===== src/logic/sc_defs.vh =====
// register map, field positions, reset values and timing counts
`ifndef SC_DEFS_VH
`define SC_DEFS_VH
`define A_SUPPLY 16'hFE03
`define A_PROTO 16'hFE10
`define A_CLKREG 16'hFE11
`define A_ETU 16'hFE12
`define A_RLEN 16'hFE13
`define A_INT 16'hFE14
`define A_IE 16'hFE15
`define A_CCTL 16'hFE16
`define A_TXCTL 16'hFE17
`define A_RXCTL 16'hFE18
`define A_TXDATA 16'hFE19
`define A_RXDATA 16'hFE1A
`define B_PRIM_SYNC 7
`define B_NINE 6
`define B_SEC_SYNC 5
`define B_LEN 7
`define B_RECEIVE_DATA_AVAILABLE 0
`define B_STOP 0
`define B_LVL 1
`define B_DLINE 7
`define B_TXDIR 6
`define B_IODATA 0
`define B_IODIR 1
`define B_IOSAMP 5
`define B_NINTH 7
`define B_RXEMPTY 0
`define B_VSEL1 7
`define B_VSEL0 6
`define B_FAULT 5
`define B_READY_START 4
`define B_VGOOD 3
`define B_PWROFF 0
`define ETU_DIV_RST 8'h08
`define SUPPLY_RST 8'h00
`define CLK_PERIOD_NS 10
`define SUPPLY_TIME_US 10
`define SUPPLY_CYC ((`SUPPLY_TIME_US * 1000) / `CLK_PERIOD_NS)
`define ST_IDLE 3'h0
`define ST_WAIT 3'h1
`define ST_ACTIVE 3'h2
`define ST_D_RST 3'h3
`define ST_D_CLK 3'h4
`define ST_D_IO 3'h5
`define ST_D_VCC 3'h6
`endif


===== src/logic/sync2.v =====
// two-flop synchroniser for a group of asynchronous levels
module sync2 #(
  parameter W = 1
) (
  // clock and reset
  input wire core_clk,
  input wire srst,
  // levels
  input wire [W-1:0] d,
  output wire [W-1:0] q
);
  reg [W-1:0] meta_ff;
  reg [W-1:0] hold_ff;
  always @(posedge core_clk) begin
    if (srst) begin
      meta_ff <= {W{1'b0}};
      hold_ff <= {W{1'b0}};
    end else begin
      meta_ff <= d;
      hold_ff <= meta_ff;
    end
  end
  assign q = hold_ff;
endmodule // sync2


===== src/logic/sc_sync_supply.v =====
// smart card synchronous-mode engine and card supply sequencer
//
// Decided for this implementation: strobed register access.
`include "sc_defs.vh"
module sc_sync_supply (
  // clock and reset
  input wire core_clk,
  input wire srst,
  // register port
  input wire [15:0] addr,
  input wire [7:0] wr_data,
  input wire wr_stb,
  input wire rd_stb,
  output reg [7:0] rd_data_ff,
  // card pins
  output reg card_clk_ff,
  input wire card_io_in,
  output reg card_io_out_ff,
  output reg card_io_oe_n_ff,
  output reg card_rst_n_ff,
  // supply and system status
  input wire card_event_in,
  input wire supply_good_in,
  input wire supply_fault_in,
  input wire bus_power_in,
  output reg [1:0] vcc_sel_out_ff,
  output reg chip_off_ff,
  output reg irq_ff
);
  wire [4:0] sync_q;
  wire s_io;
  wire s_event;
  wire s_good;
  wire s_fault;
  wire s_bus;
  sync2 #(.W(5)) u_sync (
    .core_clk(core_clk),
    .srst(srst),
    .d({card_io_in, card_event_in, supply_good_in, supply_fault_in,
        bus_power_in}),
    .q(sync_q)
  );
  assign {s_io, s_event, s_good, s_fault, s_bus} = sync_q;

  reg [7:0] proto_ff;
  reg clk_stop_ff, clk_lvl_ff;
  reg [7:0] etu_div_ff;
  reg [7:0] rlen_load_ff, rlen_cnt_ff;
  reg rlen_fresh_ff;
  reg len_flag_ff, receive_data_available_ff;
  reg [7:0] ie_ff;
  reg cctl_data_ff, cctl_dir_ff, io_samp_ff;
  reg dline_ff, txdir_ff, ninth_ff;
  reg [7:0] tx_mem [0:3];
  reg [1:0] tx_wp_ff, tx_rp_ff;
  reg [2:0] tx_cnt_ff;
  reg tx_rd_prev_ff;
  reg [8:0] rx_mem [0:3];
  reg [1:0] rx_wp_ff, rx_rp_ff;
  reg [2:0] rx_cnt_ff;
  reg [8:0] shift_ff;
  reg [3:0] bitp_ff;
  reg [1:0] vsel_ff, vcode_ff;
  reg fault_en_ff, ready_start_ff, pwroff_ff, lock_ff, good_d_ff;
  reg [2:0] state_ff;
  reg [15:0] tmr_ff;
  reg [7:0] hcnt_ff;
  reg stopped_ff;

  // card clock generator
  wire sync_run = proto_ff[`B_PRIM_SYNC] &
    (state_ff == `ST_ACTIVE || state_ff == `ST_D_RST);
  // half period from the full ETU period, never below one cycle
  wire [7:0] half = (etu_div_ff[7:1] == 7'h00) ? 8'h01 :
    {1'b0, etu_div_ff[7:1]};
  reg nxt_clk, nxt_stopped, restart_high;
  reg [7:0] nxt_hcnt;
  always @* begin
    nxt_clk = card_clk_ff;
    nxt_stopped = stopped_ff;
    nxt_hcnt = hcnt_ff + 8'h01;
    restart_high = 1'b0;
    if (!sync_run) begin
      nxt_clk = 1'b0;
      nxt_stopped = 1'b1;
      nxt_hcnt = 8'h00;
    end else if (stopped_ff) begin
      nxt_hcnt = 8'h00;
      if (!clk_stop_ff) begin
        nxt_stopped = 1'b0;
        if (card_clk_ff) begin
          nxt_clk = 1'b0;
          restart_high = 1'b1;
        end
      end
    end else if (hcnt_ff >= half - 8'h01) begin
      nxt_hcnt = 8'h00;
      // while running, toggles only at a half-period boundary; a drop of sync_run still forces the clock low at once
      if (clk_stop_ff && card_clk_ff == clk_lvl_ff)
        nxt_stopped = 1'b1;
      else
        nxt_clk = ~card_clk_ff;
    end
  end
  always @(posedge core_clk) begin
    if (srst) begin
      card_clk_ff <= 1'b0;
      stopped_ff <= 1'b1;
      hcnt_ff <= 8'h00;
    end else begin
      card_clk_ff <= nxt_clk;
      stopped_ff <= nxt_stopped;
      hcnt_ff <= nxt_hcnt;
    end
  end

  wire fall_ev = card_clk_ff & ~nxt_clk;
  wire rise_ev = ~card_clk_ff & nxt_clk;
  wire counting = (rlen_load_ff != 8'h00) && (rlen_cnt_ff < rlen_load_ff);
  wire count_fall = fall_ev & counting &
    ~(restart_high & rlen_fresh_ff);
  wire direct = (rlen_load_ff == 8'h00) ||
    (rlen_cnt_ff == rlen_load_ff && dline_ff);
  wire tx_bit = tx_mem[tx_rp_ff][bitp_ff[2:0]];
  wire [8:0] rx_nxt = {s_io, shift_ff[8:1]};
  wire [8:0] rx_word = proto_ff[`B_NINE] ? rx_nxt :
    {1'b0, rx_nxt[8:1]};
  wire [3:0] last_bit = proto_ff[`B_NINE] ? 4'h8 : 4'h7;

  // register strobes
  wire wr_hit = wr_stb;
  wire w_int = wr_hit && addr == `A_INT;
  wire tx_push = wr_hit && addr == `A_TXDATA && tx_cnt_ff != 3'h4;
  wire tx_rd = rd_stb && addr == `A_TXDATA;
  wire tx_reset = tx_rd & tx_rd_prev_ff;
  wire tx_pop = count_fall & txdir_ff & (tx_cnt_ff != 3'h0) &
    (bitp_ff == 4'h7) & ~tx_reset;
  wire rx_push = rise_ev & counting & ~txdir_ff & (bitp_ff == last_bit) &
    (rx_cnt_ff != 3'h4);
  wire rx_pop = rd_stb && addr == `A_RXDATA && rx_cnt_ff != 3'h0;
  wire w_supply = wr_hit && addr == `A_SUPPLY;
  wire fault_ev = s_fault & fault_en_ff;
  wire dir_change = wr_hit && addr == `A_TXCTL &&
    wr_data[`B_TXDIR] != txdir_ff;

  always @(posedge core_clk) begin
    if (srst) begin
      proto_ff <= 8'h00;
      clk_stop_ff <= 1'b1;
      clk_lvl_ff <= 1'b0;
      etu_div_ff <= `ETU_DIV_RST;
      rlen_load_ff <= 8'h00;
      rlen_cnt_ff <= 8'h00;
      rlen_fresh_ff <= 1'b0;
      len_flag_ff <= 1'b0;
      receive_data_available_ff <= 1'b0;
      ie_ff <= 8'h00;
      cctl_data_ff <= 1'b0;
      cctl_dir_ff <= 1'b0;
      io_samp_ff <= 1'b0;
      dline_ff <= 1'b0;
      txdir_ff <= 1'b0;
      ninth_ff <= 1'b0;
      tx_wp_ff <= 2'h0;
      tx_rp_ff <= 2'h0;
      tx_cnt_ff <= 3'h0;
      tx_rd_prev_ff <= 1'b0;
      rx_wp_ff <= 2'h0;
      rx_rp_ff <= 2'h0;
      rx_cnt_ff <= 3'h0;
      shift_ff <= 9'h000;
      bitp_ff <= 4'h0;
    end else begin
      if (wr_hit) begin
        case (addr)
          `A_PROTO: proto_ff <= wr_data & 8'hE0;
          `A_CLKREG: begin
            clk_stop_ff <= wr_data[`B_STOP];
            clk_lvl_ff <= wr_data[`B_LVL];
          end
          `A_ETU: etu_div_ff <= wr_data;
          `A_IE: ie_ff <= wr_data;
          `A_CCTL: begin
            cctl_data_ff <= wr_data[`B_IODATA];
            cctl_dir_ff <= wr_data[`B_IODIR];
          end
          `A_TXCTL: begin
            dline_ff <= wr_data[`B_DLINE];
            txdir_ff <= wr_data[`B_TXDIR];
          end
          default: ;
        endcase
      end
      // a reload restarts the count; only then can counting resume
      if (wr_hit && addr == `A_RLEN) begin
        rlen_load_ff <= wr_data;
        rlen_cnt_ff <= 8'h00;
        rlen_fresh_ff <= 1'b1;
      end else if (count_fall) begin
        rlen_cnt_ff <= rlen_cnt_ff + 8'h01;
        rlen_fresh_ff <= 1'b0;
      end
      // set wins over a write-one clear
      if (count_fall && rlen_cnt_ff + 8'h01 == rlen_load_ff)
        len_flag_ff <= 1'b1;
      else if (w_int && wr_data[`B_LEN])
        len_flag_ff <= 1'b0;
      if (rx_push)
        receive_data_available_ff <= 1'b1;
      else if (w_int && wr_data[`B_RECEIVE_DATA_AVAILABLE])
        receive_data_available_ff <= 1'b0;
      if (sync_run && rise_ev)
        io_samp_ff <= s_io;
      // serializer / deserializer, LSB first
      if (dir_change)
        bitp_ff <= 4'h0;
      else if (txdir_ff && count_fall && tx_cnt_ff != 3'h0)
        bitp_ff <= (bitp_ff == 4'h7) ? 4'h0 : bitp_ff + 4'h1;
      else if (!txdir_ff && rise_ev && counting) begin
        shift_ff <= rx_nxt;
        bitp_ff <= (bitp_ff == last_bit) ? 4'h0 : bitp_ff + 4'h1;
      end
      if (tx_push) begin
        tx_mem[tx_wp_ff] <= wr_data;
      end
      if (tx_rd | (rd_stb | wr_stb))
        tx_rd_prev_ff <= tx_rd & ~tx_reset;
      if (tx_reset) begin
        tx_wp_ff <= tx_rp_ff;
        tx_cnt_ff <= 3'h0;
      end else begin
        if (tx_push)
          tx_wp_ff <= tx_wp_ff + 2'h1;
        if (tx_pop)
          tx_rp_ff <= tx_rp_ff + 2'h1;
        tx_cnt_ff <= tx_cnt_ff + {2'b00, tx_push} - {2'b00, tx_pop};
      end
      if (rx_push) begin
        rx_mem[rx_wp_ff] <= rx_word;
        rx_wp_ff <= rx_wp_ff + 2'h1;
      end
      if (rx_pop) begin
        rx_rp_ff <= rx_rp_ff + 2'h1;
        ninth_ff <= rx_mem[rx_rp_ff][8];
      end
      rx_cnt_ff <= rx_cnt_ff + {2'b00, rx_push} - {2'b00, rx_pop};
    end
  end

  // supply register and activation sequencer
  always @(posedge core_clk) begin
    if (srst) begin
      vsel_ff <= 2'b00;
      vcode_ff <= 2'b00;
      fault_en_ff <= 1'b0;
      ready_start_ff <= 1'b0;
      pwroff_ff <= 1'b0;
      lock_ff <= 1'b0;
      good_d_ff <= 1'b0;
      state_ff <= `ST_IDLE;
      tmr_ff <= 16'h0000;
    end else begin
      good_d_ff <= s_good;
      if (w_supply) begin
        // both select bits land together in one write
        vsel_ff <= wr_data[`B_VSEL1:`B_VSEL0];
        fault_en_ff <= wr_data[`B_FAULT];
        ready_start_ff <= wr_data[`B_READY_START];
        pwroff_ff <= wr_data[`B_PWROFF];
        if (wr_data[`B_VSEL1:`B_VSEL0] == 2'b00)
          lock_ff <= 1'b0;
      end
      if (fault_ev) begin
        fault_en_ff <= 1'b0;
        vsel_ff <= 2'b00;
      end
      case (state_ff)
        `ST_IDLE: begin
          tmr_ff <= 16'h0000;
          if (vsel_ff != 2'b00 && !lock_ff && !fault_ev) begin
            vcode_ff <= vsel_ff;
            state_ff <= `ST_WAIT;
          end
        end
        `ST_WAIT: begin
          if (tmr_ff != 16'hFFFF)
            tmr_ff <= tmr_ff + 16'h0001;
          if (vsel_ff == 2'b00 || fault_ev)
            state_ff <= `ST_D_RST;
          else if (ready_start_ff ? s_good : tmr_ff >= `SUPPLY_CYC - 1)
            state_ff <= `ST_ACTIVE;
        end
        `ST_ACTIVE: begin
          if (s_event || (good_d_ff && !s_good)) begin
            lock_ff <= 1'b1;
            state_ff <= `ST_D_RST;
          end else if (vsel_ff == 2'b00 || fault_ev)
            state_ff <= `ST_D_RST;
        end
        `ST_D_RST: state_ff <= `ST_D_CLK;
        `ST_D_CLK: state_ff <= `ST_D_IO;
        `ST_D_IO: state_ff <= `ST_D_VCC;
        `ST_D_VCC: state_ff <= `ST_IDLE;
        default: state_ff <= `ST_IDLE;
      endcase
    end
  end

  // pin and read-back registers
  reg [7:0] rd_mux;
  always @* begin
    case (addr)
      `A_SUPPLY: rd_mux = {vsel_ff, fault_en_ff, ready_start_ff, s_good,
        2'b00, pwroff_ff};
      `A_PROTO: rd_mux = proto_ff;
      `A_CLKREG: rd_mux = {6'h00, clk_lvl_ff, clk_stop_ff};
      `A_ETU: rd_mux = etu_div_ff;
      `A_RLEN: rd_mux = rlen_cnt_ff;
      `A_INT: rd_mux = {len_flag_ff, 6'h00, receive_data_available_ff};
      `A_IE: rd_mux = ie_ff;
      `A_CCTL: rd_mux = {2'b00, io_samp_ff, 3'b000, cctl_dir_ff,
        cctl_data_ff};
      `A_TXCTL: rd_mux = {dline_ff, txdir_ff, 6'h00};
      `A_RXCTL: rd_mux = {ninth_ff, 6'h00, rx_cnt_ff == 3'h0};
      `A_TXDATA: rd_mux = tx_mem[tx_rp_ff];
      `A_RXDATA: rd_mux = rx_mem[rx_rp_ff][7:0];
      default: rd_mux = 8'h00;
    endcase
  end
  wire io_live = state_ff == `ST_ACTIVE || state_ff == `ST_D_RST ||
    state_ff == `ST_D_CLK;
  always @(posedge core_clk) begin
    if (srst) begin
      rd_data_ff <= 8'h00;
      card_io_out_ff <= 1'b0;
      card_io_oe_n_ff <= 1'b1;
      card_rst_n_ff <= 1'b0;
      vcc_sel_out_ff <= 2'b00;
      chip_off_ff <= 1'b0;
      irq_ff <= 1'b0;
    end else begin
      rd_data_ff <= rd_stb ? rd_mux : 8'h00;
      if (!io_live) begin
        card_io_out_ff <= 1'b0;
        card_io_oe_n_ff <= 1'b1;
      end else if (direct) begin
        card_io_out_ff <= cctl_data_ff;
        card_io_oe_n_ff <= ~cctl_dir_ff;
      end else begin
        card_io_out_ff <= tx_bit;
        card_io_oe_n_ff <= ~(txdir_ff && tx_cnt_ff != 3'h0);
      end
      card_rst_n_ff <= state_ff == `ST_ACTIVE;
      vcc_sel_out_ff <= (state_ff == `ST_IDLE) ? 2'b00 : vcode_ff;
      // power off waits for bus power to go away
      chip_off_ff <= pwroff_ff & ~s_bus;
      irq_ff <= (len_flag_ff & ie_ff[`B_LEN]) |
        (receive_data_available_ff & ie_ff[`B_RECEIVE_DATA_AVAILABLE]);
    end
  end
endmodule // sc_sync_supply


===== config.mk =====
export PLATFORM = sky130hd
export DESIGN_NAME = sc_sync_supply
export DESIGN_NICKNAME = d
export VERILOG_FILES = /design/src/logic/sync2.v /design/src/logic/sc_sync_supply.v
export VERILOG_INCLUDE_DIRS = /design/src /design/src/logic
export SDC_FILE = /design/constraint.sdc
export NUM_CORES = 1
export LEC_CHECK = 0
export CAP_MARGIN = 10
export CORE_MARGIN = 2
export CORE_UTILIZATION = 50
export CTS_CLUSTER_DIAMETER = 60
export DETAILED_ROUTE_END_ITERATION = 6
export DONT_BUFFER_PORTS = 1
export PLACE_DENSITY = 0.72
export REMOVE_ABC_BUFFERS = 1
export SYNTH_ARGS = -nofsm -noshare
export SYNTH_HDL_FRONTEND = slang
export SYNTH_SLANG_ARGS = --single-unit

===== constraint.sdc =====
create_clock -name core_clk -period 8 [get_ports core_clk]
set_clock_uncertainty 0.1 [all_clocks]
set_input_delay 1.6 -clock core_clk [delete_from_list [all_inputs] [get_ports core_clk]]
set_output_delay 1.6 -clock core_clk [all_outputs]
set_load 0.01 [all_outputs]

**Word-level counts from Yosys, hierarchy flattened**

Memories as Yosys holds them, arrays and structs flattened. A register that Yosys moved wholly into a read port is not among the register bits.
Index checks and enable logic that the tools add are counted.

- $lt $le $gt $ge: 4
- Bitwise gates (word level): 36
- Reductions and logical operators: 70
- Mux-type cells: 56
- $add $sub $neg: 13
- Equality and inequality tests: 30

Operator list:

| kind | count |
|---|---|
| 16-bit equality test (second input constant) | 12 |
| 8-bit one-hot mux with 12 select lines | 1 |
| 1-bit 2-to-1 mux | 33 |
| 16-bit one-hot mux with 2 select lines | 1 |
| 1-bit logical AND | 25 |
| 1-bit AND | 20 |
| 4-bit 2-to-1 mux | 5 |
| 3-bit one-hot mux with 6 select lines | 1 |
| 2-bit AND reduction | 9 |
| 16-bit by 1-bit adder with 16-bit output (second input constant) | 1 |
| 8-bit by 1-bit adder with 8-bit output (second input constant) | 2 |
| 8-bit equality test | 2 |
| 16-bit by 10-bit >= comparator with 1-bit output (second input constant) | 1 |
| 16-bit 2-to-1 mux | 1 |
| 16-bit inequality test (second input constant) | 1 |
| 2-bit OR reduction | 8 |
| 3-bit 2-to-1 mux | 5 |
| 2-bit nonzero test | 7 |
| 1-bit NOT | 13 |
| 2-bit 2-to-1 mux | 6 |
| 9-bit 2-to-1 mux | 1 |
| 3-bit inequality test (second input constant) | 3 |
| 2-bit by 1-bit adder with 2-bit output (second input constant) | 4 |
| 8-bit >= comparator | 1 |
| other kinds (28) | 46 |

- Word-level logic and storage cells: 257
- Output and inout port bits: 16
- Register bits: 137
- Memories: 2
- Input port bits: 33
- RAM bits: 68

Memory list:

| memory | depth | width | read ports | clocked after memory_dff | wr ports | RTL line | text |
|---|---|---|---|---|---|---|---|
| rx_mem | 4 | 9 | 1 | 1 | 1 | sc_sync_supply.v:58 | `reg [8:0] rx_mem [0:3];` |
| tx_mem | 4 | 8 | 1 | 1 | 1 | sc_sync_supply.v:54 | `reg [7:0] tx_mem [0:3];` |

**Longest topological paths before layout**

Gate-level depths: netlist of the first run.

- Depth in word-level cells: 18
- Gate-level depth with buffers: 22
- Depth with buffers taken out: 22

**Modules after synthesis**

From an unflattened synthesis of the first run, not the netlist that was laid out.

- Cells, all modules: 909
- Area total of the unflattened synthesis: 9492.9 um2

Modules (own cells, without submodules):

| module | area an instance (um2) | sequential area each (um2) | cells each | times used |
|---|---|---|---|---|
| sc_sync_supply | 9230.1 | 4644.5 | 889 | 1 |
| sync2 | 262.8 | 200.2 | 20 | 1 |

**Worst setup path after synthesis of the first run**

Ideal clock, no wire load.

- Kind: register to register
- Start point: register etu_div_ff[3]
- End point: register rx_cnt_ff[2]
- Library setup time: 128 ps
- Slack: 3239 ps
- Data required time: 7772 ps
- Arrival time: 4533 ps
- Path buffers: 0
- Cell stages (with the launch flop): 23
- Period minus slack after synthesis: 4761 ps
- Cells stage by stage: dfxtp_1 > or3_1 > nor4_1 > nor2_1 > ha_1 > nand2_1 > xor2_1 > ha_1 > nand2_1 > or3_1 > o221ai_1 > nand2_1 > or3_4 > a211oi_4 > inv_1 > ha_1 > inv_1 > ha_1 > inv_1 > fa_1 > xor2_1 > xnor2_1 > nor2_1

- Cells in the longest elaborated chain, start to end: 14

Ends and longest elaborated chain:

| element | RTL line | text |
|---|---|---|
| from (decl) | sc_sync_supply.v:47 | `reg [7:0] etu_div_ff;` |
| from (signal assigned) | sc_sync_supply.v:151 | `` etu_div_ff <= `ETU_DIV_RST; `` |
| from (signal assigned) | sc_sync_supply.v:181 | `` `A_ETU: etu_div_ff <= wr_data; `` |
| 7-bit zero test | sc_sync_supply.v:74 | `wire [7:0] half = (etu_div_ff[7:1] == 7'h00) ? 8'h01 :` |
| 7-bit 2-to-1 mux (*) | sc_sync_supply.v:74 |  |
| 7-bit by 1-bit subtractor with 8-bit output (*) | sc_sync_supply.v:96 | `end else if (hcnt_ff >= half - 8'h01) begin` |
| 8-bit >= comparator (*) | sc_sync_supply.v:96 |  |
| 1-bit 2-to-1 mux (*) | sc_sync_supply.v:96 |  |
| 1-bit 2-to-1 mux (*) | sc_sync_supply.v:87 | `end else if (stopped_ff) begin` |
| 1-bit 2-to-1 mux (*) | sc_sync_supply.v:83 | `if (!sync_run) begin` |
| 1-bit AND (*) | sc_sync_supply.v:118 | `wire rise_ev = ~card_clk_ff & nxt_clk;` |
| 1-bit AND (*) (4 in a row) | sc_sync_supply.v:138 | `wire rx_push = rise_ev & counting & ~txdir_ff & (bitp_ff == last_bit) &` |
| 3-bit by 1-bit adder with 3-bit output (*) | sc_sync_supply.v:246 | `rx_cnt_ff <= rx_cnt_ff + {2'b00, rx_push} - {2'b00, rx_pop};` |
| 3-bit by 1-bit subtractor with 3-bit output (*) | sc_sync_supply.v:246 |  |
| to (signal assigned) | sc_sync_supply.v:246 |  |
| to (decl) | sc_sync_supply.v:60 | `reg [2:0] rx_cnt_ff;` |

Every way passes the cells marked *; elsewhere a longest branch is shown, timed or not.
A chain may end at the register's enable or synchronous reset.

**Worst setup path in the final report of the first run**

- Start point: register etu_div_ff[5]
- End point: register rx_cnt_ff[2]

Same word-level chain as after synthesis.

==> results of run 1 <==
## area by class of cell
type / instances / area (um2) / share of cell area, %
Clock buffer: 25 / 583.1 / 5.664
Tap cell: 234 / 292.8 / 2.844
Multi-Input combinational cell: 621 / 4294 / 41.72
Clock inverter: 17 / 147.6 / 1.434
Sequential cell: 208 / 4845 / 47.06
Timing Repair Buffer: 2 / 15.01 / 0.1459
Inverter: 31 / 116.4 / 1.130
## worst max-delay path: cells and delay by family, from the launching register on
family,cells,cell delay (ns)
fa+ha+maj,5,1.34
xor+xnor,3,0.38
flops,1,0.34
compound gates,2,0.74
buf+inv,3,0.19
simple gates,9,2.10
## through the flow
stage | hold slack (ns) | power (uW)
floorplan | 0.2721 | 1138
global placement | 0.3052 | 1144
global route | 0.3384 | 2209
detailed placement | 0.3055 | 1145
finish | 0.3232 | 2143
CTS | 0.3214 | 2163
## synthesized netlist by cell type, drive strengths merged, types with 3 or more instances
| cell | instances |
|---|---|
| nand2 | 94 |
| or3 | 9 |
| xnor2 | 19 |
| and4 | 3 |
| mux2i | 25 |
| edfxtp | 68 |
| nand4 | 8 |
| inv | 31 |
| clkbuf | 27 |
| a22o | 3 |
| a21o | 5 |
| nor3b | 7 |
| a22oi | 13 |
| nor4 | 10 |
| xor2 | 33 |
| buf | 10 |
| nand3 | 37 |
| and3 | 14 |
| nor3 | 15 |
| a211oi | 7 |
| a211o | 6 |
| o21ai | 10 |
| a31oi | 10 |
| a311oi | 3 |
| ha | 33 |
| dfxtp | 140 |
| mux4 | 19 |
| nor2b | 15 |
| nor2 | 109 |
| a221oi | 3 |
| a21oi | 46 |
| nand2b | 6 |
| and2 | 11 |
| a32oi | 4 |
| mux2 | 13 |
## kinds of logic (layout without fill, tap and decap cells)
kind of cell | after synthesis | count (layout)
adders and majority gates | 35 | 35
DFF | 208 | 208
muxes | 57 | 57
and+or+nand+nor | 350 | 350
AOI/OAI and AO/OA | 126 | 126
other | 1 | 1
buffers and inverters | 68 | 75
xor gates and xnor gates | 52 | 52
## worst paths after layout
check,endpoint,slack [ns],cells past startpoint
worst min-delay path,chip_off_ff$_SDFF_PP0_,0.32,1
worst max register to register,rx_cnt_ff[2]$_SDFF_PP0_,2.70,22
worst min register to register,chip_off_ff$_SDFF_PP0_,0.32,1
worst max-delay path,rx_cnt_ff[2]$_SDFF_PP0_,2.70,22
## registers in the layout, summed over array words and instances (netlist names), 3 cells and up, named ones only
register and count:
rx_mem 36, tx_cnt_ff 3, u_sync.q 5, etu_div_ff 8, rx_cnt_ff 3, u_sync.meta_ff 5, tx_mem 32, bitp_ff 4
state_ff 3, rlen_load_ff 8, hcnt_ff 8, tmr_ff 16, shift_ff 8, proto_ff 3, rlen_cnt_ff 8, ie_ff 8
rd_data_ff 8
## per-layer routing
layer	global-route usage [%]	part of all wire, %	vias up
met4	6.474	2.7	0
met5	0	0	-
met2	35.23	47	237
met3	4.008	7.4	46
li1	-	-	3181
met1	28.79	43	3150
## where the power goes
group / total (uW) / internal [uW] / switching (uW)
clock: 1020 / 595 / 427
combinational: 25.8 / 11.5 / 14.3
sequential: 1100 / 1090 / 4.83
==> out/metrics.cfg, run 1 <==
[clock_network]
clk_pin_slew_ns = 0.06
clock_latency_ns = 0.51
cts_root_buffer = clkbuf_16
cts_sinks = 208
cts_hold_buf = 0
cts_made_buffers = 23
cts-resized-gates = 0
cts_buffer_depth = 3
cts_tree = done
htreeDepth = 1
cts_setup_buffers = 0

[worst_setup_path]
worstPathMaxFanout = 5
cp-startpoint = etu_div_ff[5]$_SDFFE_PP0P_
crit_type = reg2reg
timing.rr.start = etu_div_ff[5]$_SDFFE_PP0P_
slowest_stage = or3_1
slowest_delay_ns = 0.42
cp_common_cell = ha_1
end_kind = flop
path_cells = or3_1, nor4_1, nor2_1, ha_1, nand2_1, xor2_1, ha_1, nand2_1, or3_1, o221ai_1, nand2_1, or3_4, a211oi_4, inv_1, ha_1, inv_1, ha_1, inv_1, fa_1, xor2_1, xnor2_1, nor2_1
critPathLaunchType = flop
worstPathRequired_ns = 8.29
worstPathArrival_ns = 5.59

[final_layout]
fin_util_pct = 55.40
fin_nets = 955
layout_commonest_cell = dfxtp_1
synthToLayoutAreaGrowth_pct = 9.489
n_antenna_cell = 0
final_cell_mix = 140 x dfxtp_1, 109 x nor2_1, 94 x nand2_1
final_cells = 1138
stdcell_area_um2 = 10290
fillers = 1585
drive_gt1_share_pct = 9.181

[sta]
drv_slew = 0
fin_ws_ns = 2.705
final.setup.tns_ns = 0
setup-violations-final = 0
fin_crit_ns = 5.295
fmax_mhz = 188.9
finalHoldViolations = 0
rsz0062_at_grt = no
finalCritPeriodShare_pct = 66.19
maxSlewHeadroom_pct = 22.84
worst_pin_slew_ns = 1.153

[detailed_routing]
wl_per_cell_um = 18.64
num_vias = 6614
ant_nets = 0
drt_wl_total_um = 21210
dr.pass1.iters = 5
vias_per_cell = 5.812
first_iter_violations = 540
drcViolationCount = 0

[logic_synthesis]
synthAdderAreaFrac_pct = 4.818
synth_area_leader_cell = dfxtp_1
synth-xor-area-share_pct = 4.844
synth_compound_area_share_pct = 9.209
synth_area_um2 = 9402
ys.flop_type = dfxtp_1
async_flop_share_pct = 0
synth_area_leaders = dfxtp_1 30%, edfxtp_1 22%, mux4_2 4.6%, ha_1 4.4%, nor2_1 4.4%
yosysTopAreaCellShare_pct = 29.81
ys_warn_count = 0
synth_top_family_by_area = simple AND/OR/NAND/NOR gates
ys_seq_area_share_pct = 51.53
muxShareOfSynthArea_pct = 8.770
ys_ff_latch = 208
synthDistinctLibCells = 69
yosys.area_share.simple_pct = 17.99
synth_edf_count = 68
avgSynthCellArea_um2 = 10.48
syn_inst = 897

[grt]
track_usage_pct = 21.36
grt_max_degree = 100
grt_pass1_vias = 6376
grt_pass1_wl_um = 33840
grt_overflow = 0
antenna_found_initial = 0

[status]
status = complete, no violations

[pwr]
powerDensity_nw_per_um2 = 208.2
leakage_uw = 0.003664
peakVddDrop_uv = 150.6

[placement]
io_buffers = 0
place_area_um2 = 9563
dp_slack_ns = 2.753
dp_hpwl_um = 14590
dp.cells = 1096
gp_congestion = 0.9227

[job]
cap_viol_max_count = 0

[die]
die_w_um = 141.1
die_area_um2 = 19920
std_cell_rows = 50
die_h_um = 141.1
start_util_pct = 50.60
io_pins = 49
core-area_um2 = 18580

[worst_hold_path]
hold_start = u_sync.q[0]$_SDFF_PP0_
hold_class = reg2reg

Power figures use the tool's default switching activity.
==> run 2: changes to the inputs <==
ABC_AREA = 1   (was default)
clock period = 5.35 ns   (was 8 ns; I/O delays follow)
==> run 2 against run 1 <==
Count of clock-buffer cells in the layout rose by 7. Hold slack got worse by 0.032 ns. Worst setup slack got worse by 1.7 ns. Critical path type unchanged. Largest cell class unchanged. Largest power group unchanged.
==> out/metrics.cfg, run 2 <==
[worst_hold_path]
hold_class = reg2reg

[die]
die_area_um2 = 20790
die_h_um = 144.2
core-area_um2 = 19400
die_w_um = 144.2
io_pins = 49
start_util_pct = 50.65
std_cell_rows = 51

[worst_setup_path]
slowest_stage = nor4_1
timing.rr.start = etu_div_ff[5]$_SDFFE_PP0P_
slowest_delay_ns = 0.37
critPathLaunchType = flop
cp_top_family = simple AND/OR/NAND/NOR gates
r2r_cells = 25
end_kind = flop
rrSetupSlack_ns = 1.04
worstPathArrival_ns = 4.65
worst-path-stages = 25
crit_type = reg2reg
crit_end = rx_cnt_ff[2]$_SDFF_PP0_
crit_buf_inv = 5
worstPathMaxFanout = 5
worstPathRequired_ns = 5.69
worstReg2RegEnd = rx_cnt_ff[2]$_SDFF_PP0_
cp-startpoint = etu_div_ff[5]$_SDFFE_PP0P_

[detailed_routing]
wl_per_cell_um = 15.78
first_iter_violations = 870
drt_wl_total_um = 23230
dr.pass1.iters = 7
vias_per_cell = 5.355
num_vias = 7882
ant_nets = 0
drcViolationCount = 0

[pwr]
p_sw_share_pct = 20.48
powerDensity_nw_per_um2 = 301.9
p_int_uw = 2596
peakVddDrop_uv = 269.1
pwr-share-comb_pct = 1.2
leakage_uw = 0.004319
p_sw_uw = 668.6
p_seq_share_pct = 49.9
p_clk_share_pct = 48.9

[final_layout]
regMostFlops = rx_mem
layout_commonest_cell = nor2_1
final_cell_mix = 187 x nor2_1, 184 x nand2_1, 151 x inv_1
top_regs = rx_mem x36, tx_mem x32, tmr_ff x16
largest_reg_flops = 36
drive_gt1_share_pct = 6.379
synthToLayoutAreaGrowth_pct = 10.06
n_antenna_cell = 0
fin_nets = 1258
stdcell_area_um2 = 10810

[clock_network]
cts_buffer_depth = 3
cts_setup_buffers = 0
cts_root_buffer = clkbuf_16
cts_tree = done
cts_sinks = 208
cts_hold_buf = 0
cts-resized-gates = 0
clk_pin_slew_ns = 0.06
clock_latency_ns = 0.51
cts_made_buffers = 25
htreeDepth = 1

[logic_synthesis]
ys.flop_type = dfxtp_1
yosys-top-cells-count = 187 x nor2_1, 184 x nand2_1, 151 x inv_1
synthDistinctLibCells = 54
avgSynthCellArea_um2 = 8.257
ys_warn_count = 0
synth_area_leaders = dfxtp_1 29%, edfxtp_1 21%, nor2_1 7.1%, nand2_1 7.0%, inv_1 5.8%
async_flop_share_pct = 0
synth_edf_count = 68
yosysMostFrequentCell = nor2_1
synth_area_leader_cell = dfxtp_1
yosysTopAreaCellShare_pct = 28.52
ys_seq_area_share_pct = 49.31
synth_area_um2 = 9826
ys_ff_latch = 208
syn_inst = 1190

[grt]
grt_overflow = 0
antenna_found_initial = 0
track_usage_pct = 22.78
grt_pass1_vias = 7245
grt_pass1_wl_um = 37180
grt_max_degree = 49

[placement]
dp_hpwl_um = 16890
gp_congestion = 0.9000
place_area_um2 = 10030
io_buffers = 0
dp_slack_ns = 1.114

[sta]
worst_hold_slack_ns = 0.2909
finalCritPeriodShare_pct = 80.55
drv_slew = 0
fin_ws_ns = 1.040
finalHoldViolations = 0
maxSlewHeadroom_pct = 38.23
fmax_mhz = 232.0
fin_crit_ns = 4.310
worst_pin_slew_ns = 0.9232
final.setup.tns_ns = 0
setup-violations-final = 0
rsz0062_at_grt = no

[job]
cap_viol_max_count = 0

[status]
status = complete, no violations

## run 2: changes by cell type in the layout (fill, tap and decap cells not counted), moves of 14 or more
cell / change
a21oi_1: +28
and3_1: -14
inv_1: +120
mux2i_1: -25
mux4_2: -19
nand2_1: +90
nor2_1: +78
nor2b_1: -15
o21ai_0: +102
## run 2: metal layers
metal / global-route usage, % / wire length [um]
met2: 35.89 / 10200
met4: 6.796 / 643
met3: 4.834 / 1967
met1: 31.74 / 10410
met5: 0 / 0
## run 2: how the worst min path moves through the flow
stage	startpoint	end	slack (ns)	depth (start not counted)
after CTS	u_sync.q[0]$_SDFF_PP0_	chip_off_ff$_SDFF_PP0_	0.29	1
after global placement	u_sync.q[0]$_SDFF_PP0_	chip_off_ff$_SDFF_PP0_	0.27	1
after global routing	u_sync.q[0]$_SDFF_PP0_	chip_off_ff$_SDFF_PP0_	0.30	1
after floorplan	u_sync.q[0]$_SDFF_PP0_	chip_off_ff$_SDFF_PP0_	0.27	1
after detailed placement	u_sync.q[0]$_SDFF_PP0_	chip_off_ff$_SDFF_PP0_	0.28	1
final	u_sync.q[0]$_SDFF_PP0_	chip_off_ff$_SDFF_PP0_	0.29	1
## run 2: cells by family (layout without fill, tap and decap cells)
| family | Yosys count | count (layout) | synth area share (%) |
|---|---|---|---|
| flip-flops | 208 | 208 | 49.31 |
| other | 1 | 1 | 0.03817 |
| adder cells (fa/ha/maj) | 35 | 35 | 4.610 |
| XOR/XNOR | 27 | 27 | 2.407 |
| AO/OA/AOI/OAI | 249 | 249 | 14.67 |
| AND/OR/NAND/NOR | 483 | 483 | 21.49 |
| buffers and inverters | 187 | 204 | 7.475 |
## run 2: stage by stage
stage / cells / total power [uW] / util (%)
6_report: 1472 / 3265 / 55.75
2_1_floorplan: 1162 / 1689 / -
5_1_grt: 1472 / 3367 / 55.75
4_1_cts: 1472 / 3288 / 55.75
3_5_place_dp: 1428 / 1701 / 51.70
3_3_place_gp: 1428 / 1700 / 51.70
## run 2: final cells by class
type | instances | area, um2
clock buffers | 32 | 691.9
repair buffers | 1 | 7.507
multi-input cells | 795 | 4247
inverters | 159 | 598.1
fillers | 1786 | 8584
flip-flops and latches | 208 | 4845
clock inverters | 12 | 93.84
well taps | 265 | 331.6
## run 2: power groups by stage
stage	Clock [uW]	Sequential (uW)	Combinational, uW
after CTS	1620	1630	37.5
final	1600	1630	37.9
after global placement	0	1660	36.8
after detailed placement	0	1660	37.4
after floorplan	0	1660	26.2
after global routing	1700	1630	42.5
